### src/htp_defines.vh
// Register map, field positions, reset values and timing counts of the
// hardware trigger playback controller.
// Assumes a 50 MHz core clock and an 8-bit internal register port.
`ifndef HTP_DEFINES_VH
`define HTP_DEFINES_VH

`define HTP_ADDR_RISE_A     8'h33
`define HTP_ADDR_RISE_B     8'h34
`define HTP_ADDR_RISE_C     8'h35
`define HTP_ADDR_FALL_A     8'h36
`define HTP_ADDR_FALL_B     8'h37
`define HTP_ADDR_FALL_C     8'h38
`define HTP_ADDR_MODE_AB    8'h39
`define HTP_ADDR_MODE_C     8'h3a
`define HTP_ADDR_DELAY      8'h3c
`define HTP_ADDR_PRIO       8'h3e
`define HTP_ADDR_STATE      8'h3f

`define HTP_EDGE_EN_BIT     7
`define HTP_SEQ_MSB         6
`define HTP_SEQ_LSB         0

`define HTP_MODE_A_LOW_BIT  7
`define HTP_MODE_A_LEV_BIT  6
`define HTP_MODE_A_BRK_BIT  5
`define HTP_MODE_A_BST_BIT  4
`define HTP_MODE_B_LOW_BIT  3
`define HTP_MODE_B_LEV_BIT  2
`define HTP_MODE_B_BRK_BIT  1
`define HTP_MODE_B_BST_BIT  0
`define HTP_MODE_C_LOW_BIT  7
`define HTP_MODE_C_LEV_BIT  6
`define HTP_MODE_C_BRK_BIT  5
`define HTP_MODE_C_BST_BIT  4
`define HTP_ONEWIRE_BIT     3
`define HTP_STOP_A_BIT      2
`define HTP_STOP_B_BIT      1
`define HTP_STOP_C_BIT      0

`define HTP_EDGE_CFG_RST    8'h01
`define HTP_MODE_AB_RST     8'h33
`define HTP_MODE_C_RST      8'h30
`define HTP_DELAY_RST       8'h01
`define HTP_PRIO_RST        8'h1b

`define HTP_STATE_STANDBY   4'h0
`define HTP_STATE_TRIG      4'h9
`define HTP_STATE_BRAKE     4'hb

`define HTP_CLK_HZ          50000000
`define HTP_UNIT_HZ         48000
`define HTP_UNIT_CYC        ((`HTP_CLK_HZ + `HTP_UNIT_HZ - 1) / `HTP_UNIT_HZ)

`endif

### src/htp_ctrl.v
// Hardware trigger playback controller: configuration registers, trigger
// arbitration, startup delay, playback and brake sequencing.
// Assumes an external wave engine that reports end of sequence and end of
// brake, and an upstream serial slave that drives the register port.
//
// Contract
// - A rising edge of a trigger starts playback only if its rise enable is 1; level mode starts regardless.
// - A rising edge plays the sequence in that trigger's 7-bit rise field.
// - A falling edge starts playback only if its fall enable is 1.
// - A falling edge plays the sequence in that trigger's 7-bit fall field.
// - The polarity bit makes low the active level when set.
// - The mode bit selects edge starts at 0 and level control at 1.
// - With brake enable set, braking follows the trigger's playback.
// - With boost enable set, boost is on during the trigger's playback.
// - Bit 3 of the second mode register enables one-wire mode.
// - The stop bit lets that trigger's playback end at once.
// - Playback waits the start delay count times one 48 kHz period.
// - A higher priority source may preempt a lower one, not the reverse.
// - The state field reads 1001 in playback, 1011 braking, 0000 idle.
`default_nettype none
`include "htp_defines.vh"

module htp_ctrl (
    input  wire       ref_clk_in,
    input  wire       reset_n_in,
    input  wire       ce_in,
    input  wire       hw_trigger_in_a,
    input  wire       hw_trigger_in_b,
    input  wire       hw_trigger_in_c,
    input  wire       soft_go_in,
    input  wire [6:0] soft_go_seq_in,
    input  wire       soft_stop_in,
    input  wire       seq_done_in,
    input  wire       brake_done_in,
    input  wire [7:0] reg_addr_in,
    input  wire       reg_wr_in,
    input  wire [7:0] reg_wdata_in,
    input  wire       reg_rd_in,
    output reg  [7:0] reg_rdata_out,
    output wire       play_en_out,
    output wire [6:0] play_seq_out,
    output wire       boost_en_out,
    output wire       brake_en_out,
    output wire       single_line_mode_en_out,
    output wire [3:0] glb_state_out
);

    localparam [1:0] ST_IDLE  = 2'd0;
    localparam [1:0] ST_DELAY = 2'd1;
    localparam [1:0] ST_PLAY  = 2'd2;
    localparam [1:0] ST_BRAKE = 2'd3;
    localparam [1:0] SRC_GO   = 2'd3;
    localparam integer UNIT_CYC_I = `HTP_UNIT_CYC;
    localparam [10:0]  UNIT_CYC   = UNIT_CYC_I[10:0];

    reg  [7:0] rise_cfg_reg [0:2];
    reg  [7:0] fall_cfg_reg [0:2];
    reg  [7:0] mode_ab_reg;
    reg  [7:0] mode_c_reg;
    reg  [7:0] delay_reg;
    reg  [7:0] prio_reg;

    reg  [1:0]  state_reg;
    reg  [1:0]  owner_reg;
    reg  [6:0]  seq_reg;
    reg  [7:0]  unit_cnt_reg;
    reg  [10:0] tick_cnt_reg;

    wire [2:0] pin;
    wire [2:0] act_low;
    wire [2:0] lev_mode;
    wire [2:0] brk_en;
    wire [2:0] bst_en;
    wire [2:0] inst_stop;
    wire [2:0] act;
    wire [2:0] rise;
    wire [2:0] fall;
    reg  [3:0] req;
    reg  [6:0] req_seq [0:3];
    reg  [1:0] win;
    reg        win_valid;
    reg  [1:0] win_prio;
    integer    i;
    integer    j;
    integer    k;

    assign pin       = {hw_trigger_in_c, hw_trigger_in_b, hw_trigger_in_a};
    assign act_low   = {mode_c_reg[`HTP_MODE_C_LOW_BIT],
                        mode_ab_reg[`HTP_MODE_B_LOW_BIT],
                        mode_ab_reg[`HTP_MODE_A_LOW_BIT]};
    assign lev_mode  = {mode_c_reg[`HTP_MODE_C_LEV_BIT],
                        mode_ab_reg[`HTP_MODE_B_LEV_BIT],
                        mode_ab_reg[`HTP_MODE_A_LEV_BIT]};
    assign brk_en    = {mode_c_reg[`HTP_MODE_C_BRK_BIT],
                        mode_ab_reg[`HTP_MODE_B_BRK_BIT],
                        mode_ab_reg[`HTP_MODE_A_BRK_BIT]};
    assign bst_en    = {mode_c_reg[`HTP_MODE_C_BST_BIT],
                        mode_ab_reg[`HTP_MODE_B_BST_BIT],
                        mode_ab_reg[`HTP_MODE_A_BST_BIT]};
    assign inst_stop = {mode_c_reg[`HTP_STOP_C_BIT],
                        mode_c_reg[`HTP_STOP_B_BIT],
                        mode_c_reg[`HTP_STOP_A_BIT]};

    genvar g;
    generate
        for (g = 0; g < 3; g = g + 1)
        begin : g_trig
            htp_trig_cond u_cond (
                .ref_clk_in    (ref_clk_in),
                .reset_n_in    (reset_n_in),
                .ce_in         (ce_in),
                .pin_in        (pin[g]),
                .active_low_in (act_low[g]),
                .active_out    (act[g]),
                .rise_out      (rise[g]),
                .fall_out      (fall[g])
            );
        end
    endgenerate

    // Requests per source; level mode starts on entering the active level
    always @*
    begin
        for (i = 0; i < 3; i = i + 1)
        begin
            if (lev_mode[i])
            begin
                req[i]     = rise[i];
                req_seq[i] = rise_cfg_reg[i][`HTP_SEQ_MSB:`HTP_SEQ_LSB];
            end
            else if (rise[i])
            begin
                req[i]     = rise_cfg_reg[i][`HTP_EDGE_EN_BIT];
                req_seq[i] = rise_cfg_reg[i][`HTP_SEQ_MSB:`HTP_SEQ_LSB];
            end
            else
            begin
                req[i]     = fall[i] & fall_cfg_reg[i][`HTP_EDGE_EN_BIT];
                req_seq[i] = fall_cfg_reg[i][`HTP_SEQ_MSB:`HTP_SEQ_LSB];
            end
        end
        req[3]     = soft_go_in;
        req_seq[3] = soft_go_seq_in;
    end

    // Priority word is an argument so callers stay sensitive to writes
    function [1:0] prio_of;
        input [7:0] prio;
        input [1:0] src;
        begin
            prio_of = prio[{src, 1'b1} -: 2];
        end
    endfunction

    // Ties resolve in fixed order a, b, c, then software go
    always @*
    begin
        win       = 2'd0;
        win_valid = 1'b0;
        win_prio  = 2'd0;
        for (j = 0; j < 4; j = j + 1)
        begin
            if (req[j] &&
                (!win_valid || prio_of(prio_reg, j[1:0]) > win_prio))
            begin
                win       = j[1:0];
                win_valid = 1'b1;
                win_prio  = prio_of(prio_reg, j[1:0]);
            end
        end
    end

    wire preempt = win_valid &&
                   (state_reg == ST_IDLE ||
                    win_prio > prio_of(prio_reg, owner_reg));
    wire owner_trig = (owner_reg != SRC_GO);
    wire owner_brk  = owner_trig ? brk_en[owner_reg] : 1'b1;
    wire owner_stop = owner_trig ? inst_stop[owner_reg] : 1'b1;
    wire owner_lev  = owner_trig & lev_mode[owner_reg];
    wire owner_act  = owner_trig & act[owner_reg];
    // Immediate stop is always honoured for software go, for a trigger only where its stop bit permits it
    wire stop_now   = owner_stop &
                      (soft_stop_in | (owner_lev & ~owner_act));
    // Level mode keeps replaying while the pin stays active
    wire play_end   = seq_done_in & ~(owner_lev & owner_act);

    always @(posedge ref_clk_in or negedge reset_n_in)
    begin
        if (!reset_n_in)
        begin
            state_reg    <= ST_IDLE;
            owner_reg    <= 2'd0;
            seq_reg      <= 7'h00;
            unit_cnt_reg <= 8'h00;
            tick_cnt_reg <= 11'h000;
        end
        else if (ce_in)
        begin
            if (preempt)
            begin
                state_reg    <= ST_DELAY;
                owner_reg    <= win;
                seq_reg      <= req_seq[win];
                unit_cnt_reg <= delay_reg;
                tick_cnt_reg <= 11'h000;
            end
            else
            begin
                case (state_reg)
                    ST_DELAY:
                    begin
                        if (unit_cnt_reg == 8'h00)
                            state_reg <= ST_PLAY;
                        else if (tick_cnt_reg == UNIT_CYC - 11'h001)
                        begin
                            tick_cnt_reg <= 11'h000;
                            unit_cnt_reg <= unit_cnt_reg - 8'h01;
                        end
                        else
                            tick_cnt_reg <= tick_cnt_reg + 11'h001;
                    end
                    ST_PLAY:
                    begin
                        if (stop_now || play_end)
                            state_reg <= owner_brk ? ST_BRAKE : ST_IDLE;
                    end
                    ST_BRAKE:
                    begin
                        if (brake_done_in)
                            state_reg <= ST_IDLE;
                    end
                    default:
                        state_reg <= ST_IDLE;
                endcase
            end
        end
    end

    // Register writes
    always @(posedge ref_clk_in or negedge reset_n_in)
    begin
        if (!reset_n_in)
        begin
            for (k = 0; k < 3; k = k + 1)
            begin
                rise_cfg_reg[k] <= `HTP_EDGE_CFG_RST;
                fall_cfg_reg[k] <= `HTP_EDGE_CFG_RST;
            end
            mode_ab_reg <= `HTP_MODE_AB_RST;
            mode_c_reg  <= `HTP_MODE_C_RST;
            delay_reg   <= `HTP_DELAY_RST;
            prio_reg    <= `HTP_PRIO_RST;
        end
        else if (ce_in && reg_wr_in)
        begin
            case (reg_addr_in)
                `HTP_ADDR_RISE_A: rise_cfg_reg[0] <= reg_wdata_in;
                `HTP_ADDR_RISE_B: rise_cfg_reg[1] <= reg_wdata_in;
                `HTP_ADDR_RISE_C: rise_cfg_reg[2] <= reg_wdata_in;
                `HTP_ADDR_FALL_A: fall_cfg_reg[0] <= reg_wdata_in;
                `HTP_ADDR_FALL_B: fall_cfg_reg[1] <= reg_wdata_in;
                `HTP_ADDR_FALL_C: fall_cfg_reg[2] <= reg_wdata_in;
                `HTP_ADDR_MODE_AB: mode_ab_reg <= reg_wdata_in;
                `HTP_ADDR_MODE_C: mode_c_reg <= reg_wdata_in;
                `HTP_ADDR_DELAY: delay_reg <= reg_wdata_in;
                `HTP_ADDR_PRIO: prio_reg <= reg_wdata_in;
                default: ;
            endcase
        end
    end

    // Read data is registered; unmapped addresses read zero
    always @(posedge ref_clk_in or negedge reset_n_in)
    begin
        if (!reset_n_in)
            reg_rdata_out <= 8'h00;
        else if (ce_in && reg_rd_in)
        begin
            case (reg_addr_in)
                `HTP_ADDR_RISE_A: reg_rdata_out <= rise_cfg_reg[0];
                `HTP_ADDR_RISE_B: reg_rdata_out <= rise_cfg_reg[1];
                `HTP_ADDR_RISE_C: reg_rdata_out <= rise_cfg_reg[2];
                `HTP_ADDR_FALL_A: reg_rdata_out <= fall_cfg_reg[0];
                `HTP_ADDR_FALL_B: reg_rdata_out <= fall_cfg_reg[1];
                `HTP_ADDR_FALL_C: reg_rdata_out <= fall_cfg_reg[2];
                `HTP_ADDR_MODE_AB: reg_rdata_out <= mode_ab_reg;
                `HTP_ADDR_MODE_C: reg_rdata_out <= mode_c_reg;
                `HTP_ADDR_DELAY: reg_rdata_out <= delay_reg;
                `HTP_ADDR_PRIO: reg_rdata_out <= prio_reg;
                `HTP_ADDR_STATE: reg_rdata_out <= {4'h0, glb_state_out};
                default: reg_rdata_out <= 8'h00;
            endcase
        end
    end

    assign play_en_out  = (state_reg == ST_PLAY);
    assign play_seq_out = seq_reg;
    assign boost_en_out = (state_reg == ST_PLAY) &
                          (owner_trig ? bst_en[owner_reg] : 1'b1);
    assign brake_en_out = (state_reg == ST_BRAKE);
    assign single_line_mode_en_out = mode_c_reg[`HTP_ONEWIRE_BIT];
    assign glb_state_out = (state_reg == ST_BRAKE) ? `HTP_STATE_BRAKE :
                           (state_reg == ST_IDLE)  ? `HTP_STATE_STANDBY :
                                                     `HTP_STATE_TRIG;

endmodule

`default_nettype wire

### src/htp_trig_cond.v
// One trigger pin conditioner: three-stage synchroniser, agreement filter,
// polarity and edge detection.
// Assumes an asynchronous pin and a single core clock with clock enable.
`default_nettype none

module htp_trig_cond (
    input  wire ref_clk_in,
    input  wire reset_n_in,
    input  wire ce_in,
    input  wire pin_in,
    input  wire active_low_in,
    output wire active_out,
    output wire rise_out,
    output wire fall_out
);

    reg  sync1_reg;
    reg  sync2_reg;
    reg  sync3_reg;
    reg  filt_reg;
    reg  prev_reg;
    wire act_now;

    assign act_now = filt_reg ^ active_low_in;

    always @(posedge ref_clk_in or negedge reset_n_in)
    begin
        if (!reset_n_in)
        begin
            sync1_reg <= 1'b0;
            sync2_reg <= 1'b0;
            sync3_reg <= 1'b0;
            filt_reg  <= 1'b0;
            prev_reg  <= 1'b0;
        end
        else if (ce_in)
        begin
            sync1_reg <= pin_in;
            sync2_reg <= sync1_reg;
            sync3_reg <= sync2_reg;
            // Accept a change only once the later two stages agree
            if (sync2_reg == sync3_reg)
                filt_reg <= sync3_reg;
            prev_reg <= act_now;
        end
    end

    assign active_out = act_now;
    assign rise_out   = act_now & ~prev_reg;
    assign fall_out   = ~act_now & prev_reg;

endmodule

`default_nettype wire
### config.mk
export PLATFORM = sky130hd
export DESIGN_NAME = htp_ctrl
export DESIGN_NICKNAME = d
export VERILOG_FILES = /design/src/htp_ctrl.v /design/src/htp_trig_cond.v
export VERILOG_INCLUDE_DIRS = /design/src
export SDC_FILE = /design/constraint.sdc
export NUM_CORES = 1
export LEC_CHECK = 0
export BUFFER_PORTS_ARGS = -buffer_cell sky130_fd_sc_hd__clkbuf_2
export CORE_MARGIN = 2
export CORE_UTILIZATION = 60
export CTS_BUF_LIST = sky130_fd_sc_hd__clkbuf_2
export CTS_CLUSTER_DIAMETER = 150
export DETAILED_ROUTE_END_ITERATION = 16
export PLACE_DENSITY = 0.8
export SLEW_MARGIN = 20
export SYNTH_ARGS = -nofsm -noshare
export SYNTH_HDL_FRONTEND = slang
export SYNTH_HIERARCHICAL = 1
export SYNTH_SLANG_ARGS = --single-unit
export TNS_END_PERCENT = 30
### constraint.sdc
create_clock -name ref_clk_in -period 20.9 [get_ports ref_clk_in]
set_input_delay 6.27 -clock ref_clk_in [delete_from_list [all_inputs] [get_ports ref_clk_in]]
set_output_delay 6.27 -clock ref_clk_in [all_outputs]
set_load 0.05 [all_outputs]
==> out/qor.yml, run 1 <==
detailed_routing:
  viasPerCell: 6.48
  drt_wl_total_mm: 19.6
  vias: 5896
  drtAntennaViolNets: 0
  drt-initial-drc-count: 870
  dr.pass1.iters: 5
  drc: 0
  wl_per_cell_um: 21.6
power_and_ir_drop:
  total_power_uw: 714
  leakage_nw: 3.69
  power.density_nw_per_um2: 87.9
  irDropWorstVdd_mv: 0.0627
synthesis:
  synth.most_common_cell: "dfrtp_1"
  synth_warnings: 6
  syn_avg_cell_area_um2: 11.0
  synth_top_area_cell: "dfrtp_1"
  ys_ff_latch: 133
  synth.net_count: 737
  netlist_area_um2: 7570
  synth-edff-count: 0
  synthTopCellsByCount: "dfrtp_1 (116), mux2_2 (101), mux2i_1 (44), a21oi_1 (41), nor2_1 (39)"
  synthArstFlopShare_pct: 100
  yosysSeqAreaShare_pct: 44.3
  synth_cell_types: 72
  ys_top_cells_by_area: "dfrtp_1 (38%), mux2_2 (15%), dfstp_2 (5.9%)"
  netlist.area_leader.share_pct: 38.4
  synth_ff_type: "dfrtp_1"
  syn_inst: 686
global_route:
  grt_pass1_wl_mm: 30.9
  grt_usage_pct: 30.8
  antenna_found_initial: 0
  grt_max_degree: 85
  grt_overflow_total: 0
  grt_pass1_vias: 5828
floorplanning:
  dieArea_um2: 13500
  die_h_um: 116
  fp.dieW_um: 116
  io_pins: 58
  core_area_um2: 12500
  num_rows: 41
  start_util_pct: 60.7
cts:
  insertion_delay_ns: 0.74
  cts_hold_buf: 0
  cts_tree: "done"
  cts_resized: 0
  cts_root_buf: "clkbuf_2"
  htreeDepth: 4
  postCtsSetupBuffers: 0
  clockBufferDepth: 2
  cts_buffers: 17
  cts.sinks: 133
  clk_pin_slew_ns: 0.21
worst_hold_path:
  hp-start: "reg_rdata_out[4]"
  hold_class: "reg2reg"
sta:
  fin_skew_ns: 0.0307
  finalSetupViolCount: 0
  slew_viol_final: 0
  rsz0062_at_grt: "no"
  fin_crit_sh_pct: 42.0
  tightest_slew_ns: 1.06
  setup_tns_ns: 0
  fmax_mhz: 114
  fin_hold_ws_ns: 0.513
  fin_crit_ns: 8.78
  finalHoldViolCount: 0
  maxSlewHeadroom_pct: 28.6
final_layout:
  diodes: 0
  drive_gt1_share_pct: 31.6
  fill_cells: 974
  final_nets: 776
  area_growth_pct: 7.26
  final_area_um2: 8120
critical_path:
  cp.arrival_ns: 9.43
  crit_family: "compound AO/OA/AOI/OAI gates"
  cp-startpoint: "soft_go_in"
  critical_path.max_fanout: 17
  end_kind: "register"
  reg2reg_from: "mode_ab_reg[7]"
  crit_slowest_cell: "o41ai_2"
  cp.required_ns: 21.55
  worstSetupPathType: "in2reg"
  cp-start-kind: "primary input"
  critPathMaxStageDelay_ns: 0.96
  critPathBufInv: 2
  cp_cell_sequence: "clkbuf_2 -> inv_1 -> o41ai_2 -> o21ai_1 -> ha_1 -> nor2b_1 -> a2bb2oi_1 -> o21a_1 -> a21boi_4 -> or4_1 -> a21oi_1"
placed_design:
  hpwl_mm: 14.3
  place_area_um2: 7890
  place_congestion: 0.969
  io_buffers: 56
status:
  outcome: "complete, no violations"
run:
  cap_violations: 0
[power breakdown]
group	internal, mW	switching [mW]
registers	0.290	0.0347
logic	0.0802	0.157
clock network	0.0542	0.0977
[stage by stage]
step,setup slack (ns),utilization [%],cells
CTS,12.20,65.1,910
detailed placement,11.44,63.3,878
finish,12.12,65.1,910
floorplan,12.07,-,686
global route,11.87,65.1,910
global placement,11.59,63.3,878
[cell type report]
| class | instances | area, um^2 | area share [%] |
|---|---|---|---|
| multi-input combinational | 493 | 3940 | 48.6 |
| sequential | 133 | 3350 | 41.3 |
| timing repair buffer | 58 | 302 | 3.72 |
| tap | 172 | 215 | 2.65 |
| clock inverter | 14 | 136 | 1.68 |
| clock buffer | 18 | 90.1 | 1.11 |
| inverter | 22 | 82.6 | 1.02 |
[layout by cell type (no fill, tap or decap), types with 8 or more instances in the layout]
| master | count |
|---|---|
| a21oi_1 | 41 |
| dfrtp_1 | 116 |
| o21ai_0 | 31 |
| dfstp_2 | 17 |
| nand2b_1 | 8 |
| ha_1 | 16 |
| nor2b_1 | 9 |
| nor2_1 | 39 |
| mux2i_1 | 44 |
| nor3_1 | 16 |
| nand3_1 | 12 |
| clkbuf_2 | 73 |
| nand2_1 | 36 |
| mux2_2 | 101 |
| inv_1 | 22 |
| o22ai_1 | 13 |
[kinds of logic (layout without fill, tap and decap cells)]
logic type	Yosys count	in the layout	share of synthesized area, %
adders and majority gates	16	16	2.65
and+or+nand+nor	159	159	11.5
muxes	152	152	22.9
DFF	133	133	44.3
AOI/OAI and AO/OA	161	161	14.4
other	1	1	0.0496
xor gates and xnor gates	4	4	0.463
buffers and inverters	60	112	3.75
[worst reg2reg max path, delay by kind of cell (launching register included)]
| family | cells | cell delay, ns |
|---|---|---|
| AOI/OAI and AO/OA | 12 | 2.94 |
| and+or+nand+nor | 10 | 1.72 |
| adders and majority gates | 4 | 1.23 |
| muxes | 2 | 0.72 |
| DFF | 1 | 0.48 |
| xor gates and xnor gates | 1 | 0.32 |
| buffers and inverters | 1 | 0.25 |
[layer usage]
layer / vias up / GRT usage (%) / share of wire [%]
met2: 289 / 46.9 / 46
li1: 2624 / - / -
met5: - / 0 / 0
met1: 2920 / 41.1 / 41
met3: 63 / 10.5 / 9.8
met4: 0 / 11.6 / 2.8
[final timing paths]
path,end,slack [ns],depth (start not counted)
max in group asynchronous,rise_cfg_reg[20],14.21,2
worst min register to register,reg_rdata_out[4],0.51,1
worst max register to register,tick_cnt_reg[8],13.12,30
worst max-delay path,tick_cnt_reg[8],12.12,11
min in group asynchronous,tick_cnt_reg[9],5.51,1
worst min-delay path,reg_rdata_out[4],0.51,1
Note: power is estimated with default switching activity, not from simulation.
==> run 2, diff against run 1 <==
clock period = 8.62 ns   (was 20.9 ns; I/O delays follow)
==> run 2 against run 1 <==
- non-clock buffer count stayed put
- combinational power is 140% higher
- critical path depth is 19 higher
- count of clock-buffer cells in the layout is 2 higher
- clock power grew to 2.5 times the previous value
- highest routed layer unchanged
- sequential share of layout area hardly changed
- largest power group unchanged
- critical endpoint is now tick_cnt_reg[10]
- wire length is 1.2% higher
==> out/qor.yml, run 2 (synthesis results as in run 1) <==
sta:
  finalHoldViolCount: 0  # unchanged
  fin_skew_ns: 0.0246  # -0.00601 ns
  fin_crit_sh_pct: 86.9
  fin_crit_ns: 7.49
  tightest_slew_ns: 1.05  # -0.00955 ns
  rsz0062_at_grt: "no"
  fmax_mhz: 133
  setup_tns_ns: 0  # unchanged
  slew_viol_final: 0  # unchanged
  finalSetupViolCount: 0  # unchanged
  maxSlewHeadroom_pct: 29.2  # +0.64 points
floorplanning:
  core_area_um2: 12500  # unchanged
  fp.dieW_um: 116  # unchanged
  io_pins: 58  # unchanged
  dieArea_um2: 13500  # unchanged
  start_util_pct: 60.7  # unchanged
  num_rows: 41  # unchanged
  die_h_um: 116  # unchanged
final_layout:
  drive_gt1_share_pct: 31.7  # +0.14 points
  most-common-layout-cells: "dfrtp_1 (116), mux2_2 (101), clkbuf_2 (75)"
  fin_cells: 910  # unchanged
  fill_cells: 973  # -0.10%
  final_area_um2: 8130  # +0.11%
  area_growth_pct: 7.37
  regArea_um2: 3350  # unchanged
  multiInputGateArea_um2: 3940  # unchanged
  layout_commonest_cell: "dfrtp_1"
  diodes: 0  # unchanged
  final_nets: 776  # unchanged
detailed_routing:
  drc: 0  # unchanged
  drt-initial-drc-count: 737  # -15%
  viasPerCell: 6.45  # -0.47%
  dr.pass1.iters: 5  # unchanged
  drt_wl_total_mm: 19.9  # +1.2%
  vias: 5868  # -0.47%
  wl_per_cell_um: 21.8  # +1.2%
  drtAntennaViolNets: 0  # unchanged
cts:
  cts_resized: 0  # unchanged
  cts_root_buf: "clkbuf_2"
  postCtsSetupBuffers: 0  # unchanged
  insertion_delay_ns: 0.70  # -0.04 ns
  cts.sinks: 133  # unchanged
  cts_buffers: 17  # unchanged
  clk_pin_slew_ns: 0.20  # about the same
  htreeDepth: 4  # unchanged
  clockBufferDepth: 2  # unchanged
  cts_hold_buf: 0  # unchanged
  cts_tree: "done"
critical_path:
  rr_worst_depth: 30  # unchanged
  crit_slowest_cell: "o31ai_2"
  worstSetupPathType: "reg2reg"
  cp.required_ns: 9.24  # -12.31 ns
  end_kind: "register"
  regToRegEndpoint: "tick_cnt_reg[10]"
  critPathMaxStageDelay_ns: 0.64  # -0.32 ns
  cp.arrival_ns: 8.12  # -1.31 ns
  critical_path.max_fanout: 17  # unchanged
  reg2reg_from: "mode_ab_reg[7]"
  cp-start-kind: "register"
  r2r_slack_ns: 1.13  # -11.99 ns
global_route:
  grt_pass1_wl_mm: 31.3  # +1.4%
  grt_max_degree: 74  # -13%
  grt_overflow_total: 0  # unchanged
  grt_usage_pct: 31.2  # +0.44 points
  antenna_found_initial: 0  # unchanged
  grt_pass1_vias: 5733  # -1.6%
power_and_ir_drop:
  power.density_nw_per_um2: 215  # +140%
  irDropWorstVdd_mv: 0.153  # +140%
  leakage_nw: 3.71  # +0.38%
placed_design:
  hpwl_mm: 14.5  # +1.0%
  place_area_um2: 7890  # unchanged
  io_buffers: 56  # unchanged
  place_congestion: 0.932  # -3.9%
  dp_cells: 878  # unchanged
worst_hold_path:
  min_to: "reg_rdata_out[0]"
  holdPathStages: 2  # +1
  hold_class: "reg2reg"
  hp-start: "reg_rdata_out[0]"
status:
  outcome: "complete, no violations"
run:
  cap_violations: 0  # unchanged
## run 2: changes by cell type in the layout (fill, tap and decap cells not counted), sizes merged
cell	change
inv	-2
clkbuf	+2
clkinvlp	-1
bufinv	+1
## run 2: routing by layer
metal  vias up  wire, um  GRT usage, %
met5         -         0             0
met4         0       492          10.1
met3        44      1800          10.4
met2       269      9320          47.5
met1      2930      8260          42.6
li1       2625         -             -
## run 2: metrics by stage
stage          setup slack [ns]  power [mW]  util (%)  hold slack [ns]
6_report                   1.13        1.75      65.2            0.516
5_1_grt                   0.545        1.85      65.2            0.550
4_1_cts                    1.17        1.75      65.2            0.522
3_5_place_dp               1.24        1.37      63.3            0.481
3_3_place_gp               1.69        1.34      63.3            0.462
2_1_floorplan              2.07        1.23         -            0.469
## run 2: final cells by class
class	instances	area share (%)
Clock buffer	20	1.23
Clock inverter	12	1.71
Inverter	22	1.02
Multi-Input combinational cell	493	48.5
Sequential cell	133	41.2
Tap cell	172	2.65
Timing Repair Buffer	58	3.66
## run 2: worst max path at each step
stage | start | to | slack, ns | depth (start not counted)
after global placement | mode_ab_reg[7] | tick_cnt_reg[5] | 1.69 | 30
after detailed placement | mode_ab_reg[7] | tick_cnt_reg[6] | 1.24 | 30
after CTS | mode_ab_reg[7] | tick_cnt_reg[10] | 1.17 | 30
final | mode_ab_reg[7] | tick_cnt_reg[10] | 1.13 | 30
after floorplan | mode_ab_reg[7] | tick_cnt_reg[10] | 2.07 | 31
after global routing | mode_ab_reg[7] | tick_cnt_reg[9] | 0.55 | 30
## run 2: where the power goes
group / switching [mW] / internal [mW] / leakage (nW) / total, mW
Sequential: 0.0843 / 0.704 / 1.71 / 0.788
Combinational: 0.380 / 0.194 / 1.85 / 0.575
Clock: 0.226 / 0.161 / 0.144 / 0.387
Total: 0.691 / 1.06 / 3.71 / 1.75
## run 2: worst max-delay path, delay by kind of cell (launching register included)
family / cells / cell delay (ns)
flops: 1 / 0.45
simple gates: 10 / 1.73
fa+ha+maj: 4 / 1.22
xor+xnor: 1 / 0.29
compound gates: 12 / 2.75
buf+inv: 1 / 0.22
mux: 2 / 0.74
==> run 3, diff against run 2 <==
ABC_AREA = 1   (was unset)
BUFFER_PORTS_ARGS = unset   (was -buffer_cell sky130_fd_sc_hd__clkbuf_2)
DONT_BUFFER_PORTS = 1   (was unset)
PLACE_DENSITY = 0.76   (was 0.8)
==> run 3 against run 2 <==
- clock power grew 2%
- cell count grew 36%
- critical path depth grew 13
- first-iteration DRC count grew 3.7%
- via count grew 18%
- hold slack lost 0.017 ns
- synthesized cell count grew 55%
- die area grew 1.0%
- sequential share of layout area grew 0.97 points
- sequential cell count is the same
- power shrank 2.7%
- final area shrank 2.3%
- critical path type unchanged
- critical endpoint is now unit_cnt_reg[7]
- largest power group unchanged
- highest routed layer unchanged
==> out/qor.yml, run 3 <==
status:
  outcome: "complete, no violations"
final_layout:
  diodes: 0  # unchanged
  area_growth_pct: 3.80
  final_util_pct: 63.4  # -1.8 points
  fin_cells: 1240  # +36%
  fill_cells: 1201  # +23%
  final_nets: 1106  # +43%
  layout_commonest_cell: "nand2_1"
  drive_gt1_share_pct: 8.61  # -23 points
  most-common-layout-cells: "nand2_1 (354), o21ai_0 (147), dfrtp_1 (116)"
detailed_routing:
  viasPerCell: 5.56  # -14%
  wl_per_cell_um: 16.6  # -24%
  drc: 0  # unchanged
  drt-initial-drc-count: 764  # +3.7%
  drtAntennaViolNets: 0  # unchanged
  vias: 6897  # +18%
  dr.pass1.iters: 6  # +1
  drt_wl_total_mm: 20.6  # +3.6%
cts:
  cts_root_buf: "clkbuf_2"
  clockBufferDepth: 2  # unchanged
  cts.sinks: 133  # unchanged
  cts_buffers: 17  # unchanged
  clk_pin_slew_ns: 0.20  # about the same
  cts_resized: 0  # unchanged
  htreeDepth: 4  # unchanged
  postCtsSetupBuffers: 0  # unchanged
  insertion_delay_ns: 0.74  # +0.04 ns
  cts_tree: "done"
  cts_hold_buf: 0  # unchanged
sta:
  fin_skew_ns: 0.0365  # +0.0119 ns
  slew_viol_final: 0  # unchanged
  rsz0062_at_grt: "no"
  fin_crit_sh_pct: 72.7  # -14 points
  maxSlewHeadroom_pct: 26.0  # -3.2 points
  finalHoldViolCount: 0  # unchanged
  setup_tns_ns: 0  # unchanged
  fmax_mhz: 160  # +20%
  finalSetupViolCount: 0  # unchanged
  tightest_slew_ns: 1.11  # +0.0635 ns
  fin_hold_ws_ns: 0.499  # -0.0166 ns
  fin_crit_ns: 6.27  # -1.22 ns
synthesis:
  synth.most_common_cell: "nand2_1"
  synth_ff_type: "dfrtp_1"
  synth.net_count: 1117  # +52%
  synthArstFlopShare_pct: 100  # unchanged
  synth_cell_types: 34  # -53%
  ys_top_cells_by_area: "dfrtp_1 (38%), nand2_1 (17%), o21ai_0 (9.6%)"
  netlist_area_um2: 7650  # +1.1%
  synth_top_area_cell: "dfrtp_1"
  synth_warnings: 6  # unchanged
  netlist.area_leader.share_pct: 38.0  # -0.40 points
  syn_avg_cell_area_um2: 7.17  # -35%
  synthTopCellsByCount: "nand2_1 (354), o21ai_0 (147), dfrtp_1 (116), inv_1 (106), nand3_1 (82)"
  yosysSeqAreaShare_pct: 43.8  # -0.46 points
  ys_ff_latch: 133  # unchanged
  synth-edff-count: 0  # unchanged
  syn_inst: 1066  # +55%
critical_path:
  cp.required_ns: 9.24  # about the same
  end_kind: "register"
  cp.arrival_ns: 6.89  # -1.23 ns
  worstSetupPathType: "reg2reg"
  cpMostUsedCell: "nand2_1"
  cp-start-kind: "register"
  critPathMaxStageDelay_ns: 0.46  # -0.18 ns
  critical_path.max_fanout: 18  # +1
  crit_slowest_cell: "dfrtp_1"
global_route:
  grt_use_met2_pct: 47.8  # +0.30 points
  top_usage_layer: "met2"
  grt_pass1_vias: 6402  # +12%
  use_met1_pct: 45.3  # +2.8 points
  grt_overflow_total: 0  # unchanged
  grt_max_degree: 134  # +81%
  grt_pass1_wl_mm: 32.9  # +4.8%
  grt_util_met3_pct: 10.5  # +0.074 points
  antenna_found_initial: 0  # unchanged
  grt_usage_pct: 32.0  # +0.80 points
floorplanning:
  num_rows: 41  # unchanged
  die_h_um: 117  # +0.51%
  io_pins: 58  # unchanged
  start_util_pct: 61.1  # +0.39 points
  dieArea_um2: 13700  # +1.0%
  fp.dieW_um: 117  # +0.51%
  core_area_um2: 12500  # +0.41%
placed_design:
  io_buffers: 0  # -100%
  dp_cells: 1208  # +38%
  place_congestion: 0.980  # +5.2%
  hpwl_mm: 14.8  # +2.4%
power_and_ir_drop:
  swShare_pct: 41.1  # +1.7 points
  seqPwrFrac_pct: 48.7  # +3.7 points
  p_int_mw: 1.00  # -5.4%
  irDropWorstVdd_mv: 0.163  # +6.3%
  p_clk_share_pct: 23.1  # +1.0 points
  combPwrFrac_pct: 28.2  # -4.7 points
  leakage_nw: 3.90  # +5.3%
  power.density_nw_per_um2: 214  # -0.44%
  p_switching_uw: 700  # +1.3%
run:
  cap_violations: 0  # unchanged
worst_hold_path:
  hold_class: "reg2reg"
## run 3: area by class of cell
cell class	instances	area [um^2]	share of cell area (%)
Clock inverter	11	135	1.70
Sequential cell	133	3350	42.2
Inverter	120	450	5.67
Timing Repair Buffer	1	7.51	0.0946
Tap cell	172	215	2.71
Clock buffer	21	105	1.32
Multi-Input combinational cell	782	3670	46.3
## run 3: worst paths after layout
path                                       startpoint                    endpoint  slack [ns]  depth (start not counted)
hold reg to reg            g_trig[1].u_cond/sync3_reg  g_trig[1].u_cond/sync3_reg        0.50                          2
max in group asynchronous                  reset_n_in             prio_of.prio[4]        6.74                          0
setup / recovery                       mode_ab_reg[7]             unit_cnt_reg[7]        2.35                         43
hold / removal             g_trig[1].u_cond/sync3_reg  g_trig[1].u_cond/sync3_reg        0.50                          2
min in group asynchronous                  reset_n_in  g_trig[2].u_cond/sync1_reg        1.50                          0
setup reg to reg                       mode_ab_reg[7]             unit_cnt_reg[7]        2.35                         43
## run 3: worst max-delay path: cells and delay by family (launching register included)
kind,cells,cell delay (ns)
and+or+nand+nor,23,2.40
buffers and inverters,7,0.64
DFF,1,0.46
adders and majority gates,4,1.14
AOI/OAI and AO/OA,9,1.51
## run 3: layer usage
| layer | up-vias | share of wire, % |
|---|---|---|
| li1 | 3395 | - |
| met1 | 3147 | 45 |
| met2 | 317 | 43 |
| met3 | 38 | 9.9 |
| met4 | 0 | 1.9 |
| met5 | - | 0 |
## run 3: cell families after synthesis
group | count (synthesis) | share of synthesized area (%)
other | 1 | 0.0490
AO/OA/AOI/OAI | 203 | 13.7
AND/OR/NAND/NOR | 554 | 30.8
flip-flops | 133 | 43.8
XOR/XNOR | 6 | 0.687
multiplexers | 2 | 0.262
adder cells (fa/ha/maj) | 16 | 2.62
buffers and inverters | 151 | 8.15
## run 3: power groups by stage
| stage | registers, mW | clock network (mW) | logic (mW) |
|---|---|---|---|
| 2_1_floorplan | 0.813 | 0 | 0.410 |
| 3_3_place_gp | 0.838 | 0 | 0.461 |
| 3_5_place_dp | 0.838 | 0 | 0.474 |
| 4_1_cts | 0.828 | 0.396 | 0.476 |
| 5_1_grt | 0.842 | 0.426 | 0.545 |
| 6_report | 0.829 | 0.393 | 0.479 |
## run 3: per-stage QoR
stage               total power, mW  setup slack, ns  cell area (um^2)
detailed placement             1.31             2.42              7700
finish                         1.70             2.35              7940
CTS                            1.70             2.39              7940
global placement               1.30             2.69              7700
floorplan                      1.22             3.44              7650
global route                   1.81             1.50              7940
